File: config.mk
export PLATFORM = sky130hd
export DESIGN_NAME = occ_output_compare
export DESIGN_NICKNAME = d
export VERILOG_FILES = /design/src/hdl/occ_pkg.sv /design/src/hdl/occ_output_compare.sv
export SDC_FILE = /design/constraint.sdc
export NUM_CORES = 1
export LEC_CHECK = 0
export CORE_AREA = 5 5 144 146
export DETAILED_ROUTE_END_ITERATION = 6
export DIE_AREA = 0 0 149 151
export DONT_BUFFER_PORTS = 1
export GPL_TIMING_DRIVEN = 0
export PLACE_DENSITY = 0.44
export SKIP_LAST_GASP = 1
export SLEW_MARGIN = 20
export SYNTH_ARGS = -nofsm -noshare
export SYNTH_HDL_FRONTEND = slang
export SYNTH_SLANG_ARGS = --single-unit
export TNS_END_PERCENT = 1
File: constraint.sdc
create_clock -name ref_clk -period 5.02 [get_ports ref_clk]
set_input_delay 1.004 -clock ref_clk [delete_from_list [all_inputs] [get_ports ref_clk]]
set_output_delay 1.004 -clock ref_clk [all_outputs]
set_load 0.05 [all_outputs]
File: src/hdl/occ_pkg.sv
// package for the output compare unit: register map, fields, modes, reset values
// assumes a plain register port with one-cycle strobes and read data one cycle later
package occ_pkg;
   // ----------------------------------------------------------------
   // register offsets (byte addresses)
   // ----------------------------------------------------------------
   localparam logic [7:0] ADDR_CONTROL   = 8'h00;
   localparam logic [7:0] ADDR_PRIMARY   = 8'h04;
   localparam logic [7:0] ADDR_SECONDARY = 8'h08;
   localparam logic [7:0] ADDR_IRQ_STAT  = 8'h0C;
   localparam logic [7:0] ADDR_IRQ_EN    = 8'h10;
   localparam logic [7:0] ADDR_IRQ_CLR   = 8'h14;
   // ----------------------------------------------------------------
   // control register fields
   // ----------------------------------------------------------------
   localparam int BIT_ENABLE    = 15;
   localparam int BIT_IDLE_STOP = 13;
   localparam int BIT_WIDE      = 5;
   localparam int BIT_FAULT     = 4;
   localparam int BIT_TB_SEL    = 3;
   localparam int MODE_LSB      = 0;
   localparam logic [31:0] CONTROL_RESET = 32'h0000_0000;
   localparam logic [31:0] VALUE_RESET   = 32'h0000_0000;
   localparam logic [2:0]  IRQ_RESET     = 3'h0;
   // interrupt status bits
   localparam int IRQ_MATCH_A = 0;
   localparam int IRQ_MATCH_B = 1;
   localparam int IRQ_FAULT   = 2;
   // ----------------------------------------------------------------
   // compare modes
   // ----------------------------------------------------------------
   localparam logic [2:0] MODE_OFF      = 3'h0;
   localparam logic [2:0] MODE_SET_HIGH = 3'h1;
   localparam logic [2:0] MODE_SET_LOW  = 3'h2;
   localparam logic [2:0] MODE_TOGGLE   = 3'h3;
   localparam logic [2:0] MODE_SINGLE   = 3'h4;
   localparam logic [2:0] MODE_CONT     = 3'h5;
   localparam logic [2:0] MODE_PWM      = 3'h6;
   localparam logic [2:0] MODE_PWM_FLT  = 3'h7;
   typedef enum logic [1:0] {OCC_IDLE, OCC_WAIT_A, OCC_WAIT_B, OCC_DONE} occ_pulse_t;
endpackage

File: src/hdl/occ_output_compare.sv
// output compare unit: control, compare values, pulse and pwm generator, interrupts
// assumes timer counts and rollover pulses come from timers on ref_clk; fault pin is async
`timescale 1ns/1ps
// Summary of operation
// enable bit 15 turns the unit on; zero turns it off
// idle_stop set halts the unit while the chip idles
// wide select compares 32 bits, otherwise low 16 bits only
// fault flag set by hardware, read-only, never cleared by software write
// fault flag used only in mode 111, reads 0 otherwise
// timebase_select picks timebase_b when 1, timebase_a when 0
// modes 111 and 110 produce pwm, 111 honours the fault input
// mode 101 starts low and emits continuous pulses
// mode 100 starts low and emits exactly one pulse
// mode 011 toggles the pin on every match
// mode 010 starts high, match drives pin low
// mode 001 starts low, match drives pin high
// mode 000 disables comparing; a primary match still sets its status bit
// software avoids register access right after clearing enable
// control bits 12 to 6 read as zero
// pwm goes high at period rollover, low on secondary match
module occ_output_compare (
   input  wire logic        ref_clk,
   input  wire logic        rst,
   input  wire logic [7:0]  reg_addr,
   input  wire logic [31:0] reg_wdata,
   input  wire logic        reg_write,
   input  wire logic        reg_read,
   output logic [31:0]      reg_rdata,
   input  wire logic [31:0] timebase_a,
   input  wire logic [31:0] timebase_b,
   input  wire logic        rollover_a,
   input  wire logic        rollover_b,
   input  wire logic        chip_idle,
   input  wire logic        fault_pin,
   output logic             compare_output_pin,
   output logic             irq
);
   // ----------------------------------------------------------------
   // registers and wires
   // ----------------------------------------------------------------
   logic        enable_r;
   logic        idle_stop_r;
   logic        wide_r;
   logic        tb_sel_r;
   logic [2:0]  mode_r;
   logic        fault_r;
   logic        fault_nxt;
   logic [31:0] primary_r;
   logic [31:0] secondary_r;
   logic [2:0]  irq_stat_r;
   logic [2:0]  irq_stat_nxt;
   logic [2:0]  irq_en_r;
   logic [31:0] reg_rdata_r;
   logic        pin_r;
   logic        pin_nxt;
   logic [2:0]  mode_seen_r;
   logic        was_running_r;
   occ_pkg::occ_pulse_t pulse_r;
   occ_pkg::occ_pulse_t pulse_nxt;
   logic        fault_s1_r;
   logic        fault_s2_r;

   // ----------------------------------------------------------------
   // register decode
   // ----------------------------------------------------------------
   wire wr_control   = reg_write && (reg_addr == occ_pkg::ADDR_CONTROL);
   wire wr_primary   = reg_write && (reg_addr == occ_pkg::ADDR_PRIMARY);
   wire wr_secondary = reg_write && (reg_addr == occ_pkg::ADDR_SECONDARY);
   wire wr_irq_en    = reg_write && (reg_addr == occ_pkg::ADDR_IRQ_EN);
   wire wr_irq_clr   = reg_write && (reg_addr == occ_pkg::ADDR_IRQ_CLR);

   // fault flag shows only in the fault-honouring pwm mode
   wire fault_view = fault_r && (mode_r == occ_pkg::MODE_PWM_FLT);

   // control word as read back; bits 12..6, 14 and 31..16 read zero
   wire [31:0] control_word = {16'h0000,
                               enable_r,
                               1'b0,
                               idle_stop_r,
                               7'h00,
                               wide_r,
                               fault_view,
                               tb_sel_r,
                               mode_r};

   // read multiplexer; unmapped offsets read zero
   wire [31:0] rd_mux =
      (reg_addr == occ_pkg::ADDR_CONTROL)   ? control_word :
      (reg_addr == occ_pkg::ADDR_PRIMARY)   ? primary_r :
      (reg_addr == occ_pkg::ADDR_SECONDARY) ? secondary_r :
      (reg_addr == occ_pkg::ADDR_IRQ_STAT)  ? {29'h0000_0000, irq_stat_r} :
      (reg_addr == occ_pkg::ADDR_IRQ_EN)    ? {29'h0000_0000, irq_en_r} :
      32'h0000_0000;

   // ----------------------------------------------------------------
   // compare path
   // ----------------------------------------------------------------
   // running only when enabled and not halted by idle
   wire running  = enable_r && !(idle_stop_r && chip_idle);
   wire [31:0] count    = tb_sel_r ? timebase_b : timebase_a;
   wire        rollover = tb_sel_r ? rollover_b : rollover_a;
   wire [31:0] cmp_mask = wide_r ? 32'hFFFF_FFFF : 32'h0000_FFFF;
   wire match_a = running && ((count & cmp_mask) == (primary_r & cmp_mask));
   wire match_b = running && ((count & cmp_mask) == (secondary_r & cmp_mask));
   wire is_pwm  = (mode_r == occ_pkg::MODE_PWM) || (mode_r == occ_pkg::MODE_PWM_FLT);
   // a fresh start: unit just started or the mode changed
   wire restart = running && (!was_running_r || (mode_seen_r != mode_r));
   // fault only counts in the fault-honouring mode
   wire fault_hit = running && (mode_r == occ_pkg::MODE_PWM_FLT) && fault_s2_r;

   // ----------------------------------------------------------------
   // output pin next value
   // ----------------------------------------------------------------
   always_comb begin
      pin_nxt   = pin_r;
      pulse_nxt = pulse_r;
      if (!running) begin
         pin_nxt   = pin_r;
         pulse_nxt = occ_pkg::OCC_IDLE;
      end else if (restart) begin
         // initial pin level for each mode
         pin_nxt   = (mode_r == occ_pkg::MODE_SET_LOW);
         pulse_nxt = occ_pkg::OCC_WAIT_A;
      end else begin
         case (mode_r)
            occ_pkg::MODE_OFF: begin
               pin_nxt = pin_r;
            end
            occ_pkg::MODE_SET_HIGH: begin
               if (match_a) begin
                  pin_nxt = 1'b1;
               end
            end
            occ_pkg::MODE_SET_LOW: begin
               if (match_a) begin
                  pin_nxt = 1'b0;
               end
            end
            occ_pkg::MODE_TOGGLE: begin
               if (match_a) begin
                  pin_nxt = !pin_r;
               end
            end
            occ_pkg::MODE_SINGLE, occ_pkg::MODE_CONT: begin
               // high on primary match, low on secondary match
               case (pulse_r)
                  occ_pkg::OCC_WAIT_A: begin
                     if (match_a) begin
                        pin_nxt   = 1'b1;
                        pulse_nxt = occ_pkg::OCC_WAIT_B;
                     end
                  end
                  occ_pkg::OCC_WAIT_B: begin
                     if (match_b) begin
                        pin_nxt   = 1'b0;
                        pulse_nxt = (mode_r == occ_pkg::MODE_CONT) ?
                                    occ_pkg::OCC_WAIT_A : occ_pkg::OCC_DONE;
                     end
                  end
                  occ_pkg::OCC_DONE: begin
                     pin_nxt = 1'b0;
                  end
                  default: begin
                     pulse_nxt = occ_pkg::OCC_WAIT_A;
                  end
               endcase
            end
            occ_pkg::MODE_PWM, occ_pkg::MODE_PWM_FLT: begin
               // a latched fault only holds the pin low where the fault input is honoured
               if (fault_hit || (fault_r && mode_r == occ_pkg::MODE_PWM_FLT)) begin
                  pin_nxt = 1'b0;
               end else if (match_b) begin
                  pin_nxt = 1'b0;
               end else if (rollover) begin
                  pin_nxt = 1'b1;
               end
            end
            default: begin
               pin_nxt = pin_r;
            end
         endcase
      end
   end

   // fault flag: set by fault, cleared by hardware when fault gone at rollover or when the mode is not pwm
   always_comb begin
      fault_nxt = fault_r;
      if (fault_hit) begin
         fault_nxt = 1'b1;
      end else if (fault_r && is_pwm && rollover && !fault_s2_r) begin
         fault_nxt = 1'b0;
      end else if (!is_pwm) begin
         fault_nxt = 1'b0;
      end
   end

   // sticky status: set beats the clear
   always_comb begin
      irq_stat_nxt = irq_stat_r;
      if (wr_irq_clr) begin
         irq_stat_nxt = irq_stat_r & ~reg_wdata[2:0];
      end
      irq_stat_nxt[occ_pkg::IRQ_MATCH_A] = irq_stat_nxt[occ_pkg::IRQ_MATCH_A] || match_a;
      irq_stat_nxt[occ_pkg::IRQ_MATCH_B] = irq_stat_nxt[occ_pkg::IRQ_MATCH_B] ||
                                           (match_b && mode_r != occ_pkg::MODE_OFF);
      irq_stat_nxt[occ_pkg::IRQ_FAULT]   = irq_stat_nxt[occ_pkg::IRQ_FAULT] ||
                                           (fault_hit && !fault_r);
   end

   // ----------------------------------------------------------------
   // flip-flops
   // ----------------------------------------------------------------
   // fault pin synchroniser
   always_ff @(posedge ref_clk) begin
      if (rst) begin
         fault_s1_r <= 1'b0;
         fault_s2_r <= 1'b0;
      end else begin
         fault_s1_r <= fault_pin;
         fault_s2_r <= fault_s1_r;
      end
   end

   // control register; fault bit ignores software writes
   always_ff @(posedge ref_clk) begin
      if (rst) begin
         enable_r    <= occ_pkg::CONTROL_RESET[occ_pkg::BIT_ENABLE];
         idle_stop_r <= occ_pkg::CONTROL_RESET[occ_pkg::BIT_IDLE_STOP];
         wide_r      <= occ_pkg::CONTROL_RESET[occ_pkg::BIT_WIDE];
         tb_sel_r    <= occ_pkg::CONTROL_RESET[occ_pkg::BIT_TB_SEL];
         mode_r      <= occ_pkg::CONTROL_RESET[2:0];
      end else if (wr_control) begin
         enable_r    <= reg_wdata[occ_pkg::BIT_ENABLE];
         idle_stop_r <= reg_wdata[occ_pkg::BIT_IDLE_STOP];
         wide_r      <= reg_wdata[occ_pkg::BIT_WIDE];
         tb_sel_r    <= reg_wdata[occ_pkg::BIT_TB_SEL];
         mode_r      <= reg_wdata[occ_pkg::MODE_LSB +: 3];
      end
   end

   // compare values
   always_ff @(posedge ref_clk) begin
      if (rst) begin
         primary_r   <= occ_pkg::VALUE_RESET;
         secondary_r <= occ_pkg::VALUE_RESET;
      end else begin
         if (wr_primary) begin
            primary_r <= reg_wdata;
         end
         if (wr_secondary) begin
            secondary_r <= reg_wdata;
         end
      end
   end

   // output state, fault flag and start tracking
   always_ff @(posedge ref_clk) begin
      if (rst) begin
         pin_r         <= 1'b0;
         pulse_r       <= occ_pkg::OCC_IDLE;
         fault_r       <= 1'b0;
         was_running_r <= 1'b0;
         mode_seen_r   <= occ_pkg::MODE_OFF;
      end else begin
         pin_r         <= pin_nxt;
         pulse_r       <= pulse_nxt;
         fault_r       <= fault_nxt;
         was_running_r <= running;
         mode_seen_r   <= mode_r;
      end
   end

   // interrupt registers and read data
   always_ff @(posedge ref_clk) begin
      if (rst) begin
         irq_stat_r  <= occ_pkg::IRQ_RESET;
         irq_en_r    <= occ_pkg::IRQ_RESET;
         reg_rdata_r <= 32'h0000_0000;
      end else begin
         irq_stat_r  <= irq_stat_nxt;
         if (wr_irq_en) begin
            irq_en_r <= reg_wdata[2:0];
         end
         reg_rdata_r <= reg_read ? rd_mux : 32'h0000_0000;
      end
   end

   // outputs
   assign reg_rdata          = reg_rdata_r;
   assign compare_output_pin = pin_r;
   assign irq                = |(irq_stat_r & irq_en_r);
endmodule

; ---- After elaboration in Yosys (flattened, before gate mapping)
; Index checks and enable logic that the tools add are counted.
[op_classes]
bitwise = 9
reduce_logical = 43
eq_ne = 30
mux = 28
[ops]
columns = cell, count
row1 = 32-bit 2-to-1 mux, 4
row2 = 32-bit bitwise AND, 3
row3 = 32-bit equality test, 2
row4 = 1-bit logical AND, 18
row5 = "8-bit by 4-bit equality test with 1-bit output, second input constant", 2
row6 = "8-bit by 5-bit equality test with 1-bit output, second input constant", 2
row7 = 16-bit 2-to-1 mux, 1
row8 = 1-bit 2-to-1 mux, 14
row9 = "3-bit equality test, second input constant", 4
row10 = "3-bit != test, second input constant", 4
row11 = 3-bit 2-to-1 mux, 3
row12 = 3-bit OR reduction, 3
row13 = "8-bit by 3-bit equality test with 1-bit output, second input constant", 1
row14 = 8-bit zero test, 1
row15 = "2-bit != test, second input constant", 4
row16 = 4-bit AND reduction, 2
row17 = 2-bit OR reduction, 4
row18 = 7-bit AND reduction, 1
row19 = 3-bit bitwise AND, 2
row20 = "3-bit by 2-bit equality test with 1-bit output, second input constant", 2
row21 = 1-bit logical OR, 6
row22 = 2-bit 2-to-1 mux, 3
row23 = 2-bit one-hot mux with 3 select lines, 1
row24 = 1-bit zero test, 5
row25 = 15 further kinds, 18
[totals]
reg_bits = 119
out_inout_bits = 34
input_bits = 112

; ---- Depth between registers and ports, before layout
; Gate-level depths: netlist of the first run.
[logic_depth]
depth_word = 9
depth_mapped = 11
depth_no_buf = 9

; ---- Least setup slack after synthesis of the first run
; OpenSTA, ideal clock, no wires.
[synth_path]
kind = input port to flip-flop
startpoint = input port timebase_b[5]
endpoint = register pulse_r[1]
setup_slack_ns = 1.914
cell_stages = 8
required_time_ns = 4.950
arrival_time_ns = 3.037
setup_time_ns = 0.070
path_cell_list = mux2i_1 > xnor2_1 > nor4_2 > o2111ai_1 > or4_1 > o21a_1 > or4_1 > a21oi_1
[synth_via]
elab_chain_len = 6
[synth_rtl]
columns = element, line_no
row1 = start: declaration, occ_output_compare.sv:30  ; input wire logic [31:0] timebase_b,
row2 = 32-bit 2-to-1 mux *, occ_output_compare.sv:100  ; wire [31:0] count = tb_sel_r ? timebase_b : timebase_a;
row3 = 32-bit bitwise AND *, "occ_output_compare.sv:103, occ_output_compare.sv:104"
row4 = "32-bit equality test, on equally long branches", "occ_output_compare.sv:104, occ_output_compare.sv:103"
row5 = "1-bit logical AND, on equally long branches", "occ_output_compare.sv:104, occ_output_compare.sv:103"
row6 = 2-bit != test (no line), -
row7 = 4-bit AND reduction (no line) *, -
row8 = end signal: assignment, occ_output_compare.sv:260  ; pulse_r <= occ_pkg::OCC_IDLE;
row9 = end signal: assignment, occ_output_compare.sv:266  ; pulse_r <= pulse_nxt;
row10 = end: declaration, occ_output_compare.sv:58  ; occ_pkg::occ_pulse_t pulse_r;
; Mark *: on every way between the ends. The rest lies on a longest branch, timed or not.
; A chain may end at the register's enable or synchronous reset.

; ---- Worst setup path in the final report of the first run
[layout_path]
startpoint = register tb_sel_r
endpoint = register pulse_r[1]
[layout_via]
elab_chain_len = 6
[layout_rtl]
columns = element, line_no
row1 = start: declaration, occ_output_compare.sv:44  ; logic tb_sel_r;
row2 = start signal: assignment, occ_output_compare.sv:230  ; tb_sel_r <= occ_pkg::CONTROL_RESET[occ_pkg::BIT_TB_SEL];
row3 = start signal: assignment, occ_output_compare.sv:236  ; tb_sel_r <= reg_wdata[occ_pkg::BIT_TB_SEL];
row4 = 32-bit 2-to-1 mux *, occ_output_compare.sv:100
row5 = 32-bit bitwise AND *, "occ_output_compare.sv:103, occ_output_compare.sv:104"
row6 = "32-bit equality test, on equally long branches", "occ_output_compare.sv:104, occ_output_compare.sv:103"
row7 = "1-bit logical AND, on equally long branches", "occ_output_compare.sv:104, occ_output_compare.sv:103"
row8 = 2-bit != test (no line), -
row9 = 4-bit AND reduction (no line) *, -
; Marked as above.

==> results of run 1 <==
## flip-flops by register name, indices dropped and copies added, names as in the netlist
signal              count
primary_r              32
reg_rdata              32
secondary_r            32
irq_en_r                3
irq_stat_r              3
mode_r                  3
mode_seen_r             3
pulse_r                 2
compare_output_pin      1
enable_r                1
fault_r                 1
fault_s1_r              1
fault_s2_r              1
idle_stop_r             1
tb_sel_r                1
was_running_r           1
wide_r                  1
## cell usage in the layout (no fill, tap or decap), drive strengths merged, types with 3 or more instances in the layout
cell and instances:
clkinv 4, and2 3, nor2b 6, nor2 50, nor3 18, dfxtp 119, nand2 164, o21a 5
a21oi 91, ha 4, nand4 7, o21ai 9, inv 7, mux2i 35, xnor2 32, nand3 15
o22ai 3, clkbuf 66, nand2b 4, buf 5, xor2 9, a222oi 5, nor4 11, a22oi 37
or3 3
## logic make-up after synthesis
| kind of cell | after synthesis | share of synthesized area (%) |
|---|---|---|
| flip-flops | 119 | 41.8 |
| AO/OA/AOI/OAI | 168 | 18.3 |
| XOR/XNOR | 41 | 6.30 |
| AND/OR/NAND/NOR | 287 | 21.7 |
| buffers and inverters | 54 | 4.23 |
| adder cells (fa/ha/maj) | 4 | 0.877 |
| multiplexers | 37 | 6.89 |
## where the power goes
group          switching (uW)  leakage (uW)  internal, uW
registers                1.08      0.000958           947
clock network             411      0.000269           721
logic                    55.8      0.000686          25.5
total                     468       0.00191          1690
## worst register-to-register path, cell delays in order (launching register included)
cell and delay, ns:
dfxtp_1 0.33, buf_6 0.19, buf_12 0.19, buf_6 0.25
mux2i_1 0.46, xnor2_1 0.13, nor4_1 0.36, nand4_1 0.29
nor3_1 0.38, o21ai_0 0.21, or4_1 0.43, a21oi_1 0.13
## layout make-up
type | instances | share of cell area [%]
Buffer | 46 | 3.22
Clock buffer | 25 | 7.53
Clock inverter | 4 | 0.685
Inverter | 8 | 0.457
Multi-Input combinational cell | 537 | 46.8
Sequential cell | 119 | 36.2
Tap cell | 265 | 5.04
## path summary, 6_finish.rpt
path | startpoint | to | slack, ns | cells past startpoint
min | fault_s1_r$_SDFF_PP0_ | fault_s2_r$_SDFF_PP0_ | 0.44 | 1
max | tb_sel_r$_SDFFE_PP0P_ | pulse_r[1]$_SDFFE_PP0P_ | 1.59 | 11
max reg2reg | tb_sel_r$_SDFFE_PP0P_ | pulse_r[1]$_SDFFE_PP0P_ | 1.59 | 11
min reg2reg | fault_s1_r$_SDFF_PP0_ | fault_s2_r$_SDFF_PP0_ | 0.44 | 1
## through the flow
step	cell area, um^2	hold WS [ns]	utilization (%)
2_1_floorplan	5700	0.414	-
3_3_place_gp	6040	0.424	31.3
3_5_place_dp	6040	0.429	31.3
4_1_cts	6580	0.442	34.1
5_1_grt	6580	0.476	34.1
6_report	6580	0.436	34.1
## metal layers
| metal | part of all wire (%) | up-vias |
|---|---|---|
| met5 | 0 | - |
| met4 | 1.1 | 0 |
| met3 | 9.0 | 23 |
| met2 | 46 | 236 |
| met1 | 44 | 2523 |
| li1 | - | 2516 |
==> flow_summary_export.csv, run 1 <==
group,metric,value,unit
die,die-area,22500,um^2
cts,cts_setup_buffers,0,
setup_path,cp.required,5.37,ns
logic_synthesis,synthCells,710,
setup_path,crit_arrival,3.78,ns
pwr,p_leak,0.00191,uW
route,wire_per_inst,21.2,um
placement,finalWeightedCongestion,0.944,
sta,layout_setup_ws,1.59,ns
global_route,use_met3,5.63,%
cts,cts-root-buf,"clkbuf_16",
final_layout,drive_gt1_share,5.01,%
logic_synthesis,synth.area.top_cells,"dfxtp_1, nand2_1, a21oi_1",
sta,setup_tns,0,ns
setup_path,crit_buf_inv,3,
logic_synthesis,ys_seq_area_share,41.8,%
setup_path,cp_slowest_cell,"mux2i_1",
route,dr_total_vias,5298,
placement,port_buffers,0,
route,drt_wl_total,21200,um
route,viasPerCell,5.28,
setup_path,crit_path_end_kind,"flip-flop",
logic_synthesis,ys_ff_latch,119,
die,ios,146,
logic_synthesis,ys_types,51,
global_route,grt_pass1_wl,31000,um
final_layout,layout.nets,845,
final_layout,fin_cells,1004,
final_layout,syn_to_final_growth,15.3,%
pwr,power_density,329,nW/um^2
placement,hpwlAfterDp,16000,um
cts,cts_resized,0,
die,rows,51,
setup_path,slowest_delay,0.44,ns
cts,clkLatencyLatePin,0.42,ns
logic_synthesis,synth.most_common_cell,"nand2_1",
global_route,gr-usage-met2,29.6,%
cts,clockBufferDepth,2,
die,dieHeight,151,um
final_layout,antenna_cells,0,
flow_run,drv_cap,0,
setup_path,cpLargestDelayFamily,"simple AND/OR/NAND/NOR gates",
global_route,grtUsageMet1,24.5,%
logic_synthesis,synthFlopType,"dfxtp_1",
sta,min_period,3.43,ns
logic_synthesis,syn_area,5700,um^2
logic_synthesis,ys_top_cells_by_count,"nand2_1, dfxtp_1, a21oi_1, nor2_1, clkbuf_1",
sta,timing.final.crit_share,68.4,%
sta,finalSetupViolations,0,
global_route,antenna_found_initial,0,
logic_synthesis,syn-num-nets,826,
cts,clock-sinks,119,
die,start_util,29.6,%
sta,slew-limit-headroom,50.5,%
die,core_area,19300,um^2
logic_synthesis,yosys_warnings,0,
cts,cts_hold_buffers,0,
global_route,track_usage,18.6,%
cts,clk_pin_slew,0.05,ns
sta,fin_skew,0.00647,ns
route,route.detailed.drc,0,
global_route,top_usage_layer,"met2",
setup_path,start_kind,"flip-flop",
placement,placed_cells,975,
pwr,peakVddDrop,0.000190,V
sta,final-max-slew-violation-count,0,
route,ant_nets,0,
placement,post-place-ws,1.45,ns
sta,rsz0062_at_grt,"false",
global_route,grt-ovfl-total,0,
final_layout,fillers,2093,
logic_synthesis,yosysTopAreaCell,"dfxtp_1",
route,dr.first_iter.drc_count,472,
cts,numCtsBuffers,17,
cts,cts_max_level,4,
sta,max_clock_freq,291,MHz
logic_synthesis,postSynthAreaPerCell,8.03,um^2
logic_synthesis,yosysTopAreaCellShare,41.8,%
setup_path,cpMostUsedCell,"buf_6",
logic_synthesis,synth_edf_count,0,
route,first_pass_iters,6,
final_layout,seq_area,2380,um^2
pwr,power,2160,uW
final_layout,multi_input_area,3080,um^2
min_path,hold_class,"reg -> reg",
setup_path,worstSetupPathType,"reg -> reg",
die,die_x,149,um
setup_path,path_cells,"buf_6, buf_12, buf_6, mux2i_1, xnor2_1, nor4_1, nand4_1, nor3_1, o21ai_0, or4_1, a21oi_1",
status,outcome,"completed",
cts,cts_tree,"yes",
sta,worst_pin_slew,0.740,ns
logic_synthesis,async_flop_share,0,%
setup_path,critPathMaxFanout,10,
global_route,grt_max_degree,17,
global_route,grt_pass1_vias,5164,
sta,finalHoldViolations,0,
No activity file was read; power rests on OpenSTA's default activity.
==> run 2: changes to the inputs <==
Clock period 5.02 ns to 3.2 ns, I/O delays scaled along.
==> run 2 against run 1 <==
Net effect:
- critical path depth is 1 lower
- largest cell class unchanged
- worst setup slack lost 1.5 ns
- combinational power up 76%
- via count rose by 0.36%
- final cell count grew 1.1%
- sequential cell count did not move
- register-to-register slack got worse by 1.5 ns
- design area is 5.1% higher
- sequential power increased by 57%
- hold slack worse by 0.11 ns
- fmax is 10% higher
- highest routed layer unchanged
- power is 58% higher
==> flow_summary_export.csv, run 2 (synthesized netlist as in run 1, its figures left out) <==
group,metric,value,unit
setup_path,ff2ff_setup_slack,0.08,ns
placement,finalWeightedCongestion,0.944,
sta,min_period,3.12,ns
cts,clkLatencyLatePin,0.42,ns
final_layout,layout_common_cells,"nand2_1, dfxtp_1, a21oi_1",
global_route,gr-usage-met2,29.8,%
setup_path,worstSetupPathType,"reg -> reg",
final_layout,final_core_util,35.9,%
die,dieHeight,151,um
setup_path,start_kind,"flip-flop",
setup_path,timing.rr.start,"tb_sel_r$_SDFFE_PP0P_",
final_layout,antenna_cells,0,
pwr,p_int,2670,uW
die,start_util,29.6,%
sta,max_clock_freq,321,MHz
global_route,top_usage_layer,"met2",
cts,clockBufferDepth,2,
pwr,p_leak,0.00204,uW
global_route,track_usage,18.7,%
final_layout,drive_gt1_share,10.0,%
route,viasPerCell,5.24,
sta,finalHoldViolations,0,
global_route,grtUsageMet1,24.7,%
cts,cts_tree,"yes",
cts,cts_max_level,4,
sta,slew-limit-headroom,49.6,%
final_layout,fillers,2055,
min_path,hold_class,"in -> reg",
setup_path,critPathMaxFanout,8,
setup_path,reg2reg_depth,10,
global_route,grt-ovfl-total,0,
global_route,grt_max_degree,17,
global_route,grt_pass1_wl,31200,um
setup_path,r2r-end,"pulse_r[1]$_SDFFE_PP0P_",
die,die_x,149,um
route,first_pass_iters,5,
global_route,use_met3,5.54,%
sta,fin_skew,0.00709,ns
setup_path,cp_slowest_cell,"or4_4",
status,outcome,"completed",
die,rows,51,
global_route,antenna_found_initial,0,
pwr,peakVddDrop,0.000297,V
setup_path,crit_path_end_kind,"flip-flop",
route,ant_nets,0,
cts,clk_pin_slew,0.05,ns
sta,final-max-slew-violation-count,0,
setup_path,critPathCapture,"pulse_r[1]$_SDFFE_PP0P_",
route,wire_per_inst,21.3,um
sta,rsz0062_at_grt,"false",
final_layout,multi_input_area,3280,um^2
route,dr.first_iter.drc_count,536,
pwr,p_clk_share,52.2,%
final_layout,layout.nets,856,
pwr,switching_share,21.7,%
route,drt_wl_total,21600,um
die,ios,146,
placement,hpwlAfterDp,16000,um
cts,numCtsBuffers,17,
setup_path,cp.required,3.55,ns
setup_path,path_cells,"buf_12, clkbuf_16, mux2i_4, o22ai_1, o21ai_0, o2111ai_1, or4_4, o21a_1, or4_1, a21oi_1",
sta,worst_pin_slew,0.753,ns
placement,port_buffers,0,
die,die-area,22500,um^2
setup_path,crit_arrival,3.47,ns
final_layout,seq_area,2380,um^2
cts,clock-sinks,119,
pwr,pwr-share-seq,43.6,%
pwr,power,3410,uW
route,dr_total_vias,5317,
sta,finalSetupViolations,0,
cts,cts-root-buf,"clkbuf_16",
pwr,comb_power_share,4.2,%
pwr,power_switching,740,uW
setup_path,slowest_delay,0.53,ns
setup_path,crit_path_start,"tb_sel_r$_SDFFE_PP0P_",
die,core_area,19300,um^2
global_route,grt_pass1_vias,5177,
sta,timing.final.crit_share,97.5,%
flow_run,drv_cap,0,
final_layout,final_common_cell,"nand2_1",
route,route.detailed.drc,0,
final_layout,syn_to_final_growth,21.1,%
pwr,power_density,494,nW/um^2
run 2: worst min-delay path by stage:
stage | start | cells after the start | end | slack [ns]
6_report | rst | 1 | was_running_r$_SDFF_PP0_ | 0.33
5_1_grt | rst | 1 | was_running_r$_SDFF_PP0_ | 0.33
4_1_cts | rst | 1 | was_running_r$_SDFF_PP0_ | 0.32
3_5_place_dp | fault_s1_r$_SDFF_PP0_ | 1 | fault_s2_r$_SDFF_PP0_ | 0.43
3_3_place_gp | fault_s1_r$_SDFF_PP0_ | 1 | fault_s2_r$_SDFF_PP0_ | 0.42
2_1_floorplan | fault_s1_r$_SDFF_PP0_ | 1 | fault_s2_r$_SDFF_PP0_ | 0.41
run 2: timing repair:
action                                  4_1_cts  5_1_grt
hold buffers                                  0        0
setup buffers                                 1        9
gates cloned                                  0        1
endpoints found under the setup margin        3        3
pin swaps                                     1        3
resized for setup                            20       24
run 2: worst max-delay path: cells and delay by family (launching register included):
kind	cells	cell delay, ns
AND/OR/NAND/NOR	2	1.00
flip-flops	1	0.36
multiplexers	1	0.31
buffers and inverters	2	0.37
AO/OA/AOI/OAI	5	0.98
run 2: cell type report:
| class | instances | area share, % |
|---|---|---|
| clock buffer | 25 | 7.17 |
| inverter | 8 | 0.435 |
| sequential | 119 | 34.5 |
| multi-input combinational | 537 | 47.5 |
| buffer | 46 | 3.50 |
| clock inverter | 4 | 0.652 |
| tap | 265 | 4.80 |
| timing repair buffer | 11 | 1.45 |
run 2: power groups by stage:
stage	Clock (uW)	Combinational, uW	Sequential [uW]
2_1_floorplan	0	86.6	1520
3_3_place_gp	0	127	1520
3_5_place_dp	0	128	1520
4_1_cts	1810	134	1490
5_1_grt	1870	154	1490
6_report	1780	143	1490
run 2: metal layers:
| metal | part of all wire, % | wire (um) |
|---|---|---|
| met5 | 0 | 0 |
| met4 | 1.2 | 270 |
| met3 | 8.4 | 1810 |
| met2 | 46 | 9890 |
| met1 | 45 | 9670 |
run 2: per-stage QoR:
stage / cells / setup TNS [ns] / cell area (um^2) / hold slack [ns] / setup WS, ns
after CTS: 1005 / 0 / 6690 / 0.316 / 0.00231
after global placement: 975 / -0.372 / 6040 / 0.424 / -0.190
after global routing: 1015 / 0 / 6910 / 0.329 / 0.00819
after floorplan: 710 / 0 / 5700 / 0.414 / 0.458
after detailed placement: 975 / -0.541 / 6040 / 0.429 / -0.252
final: 1015 / 0 / 6910 / 0.330 / 0.0816
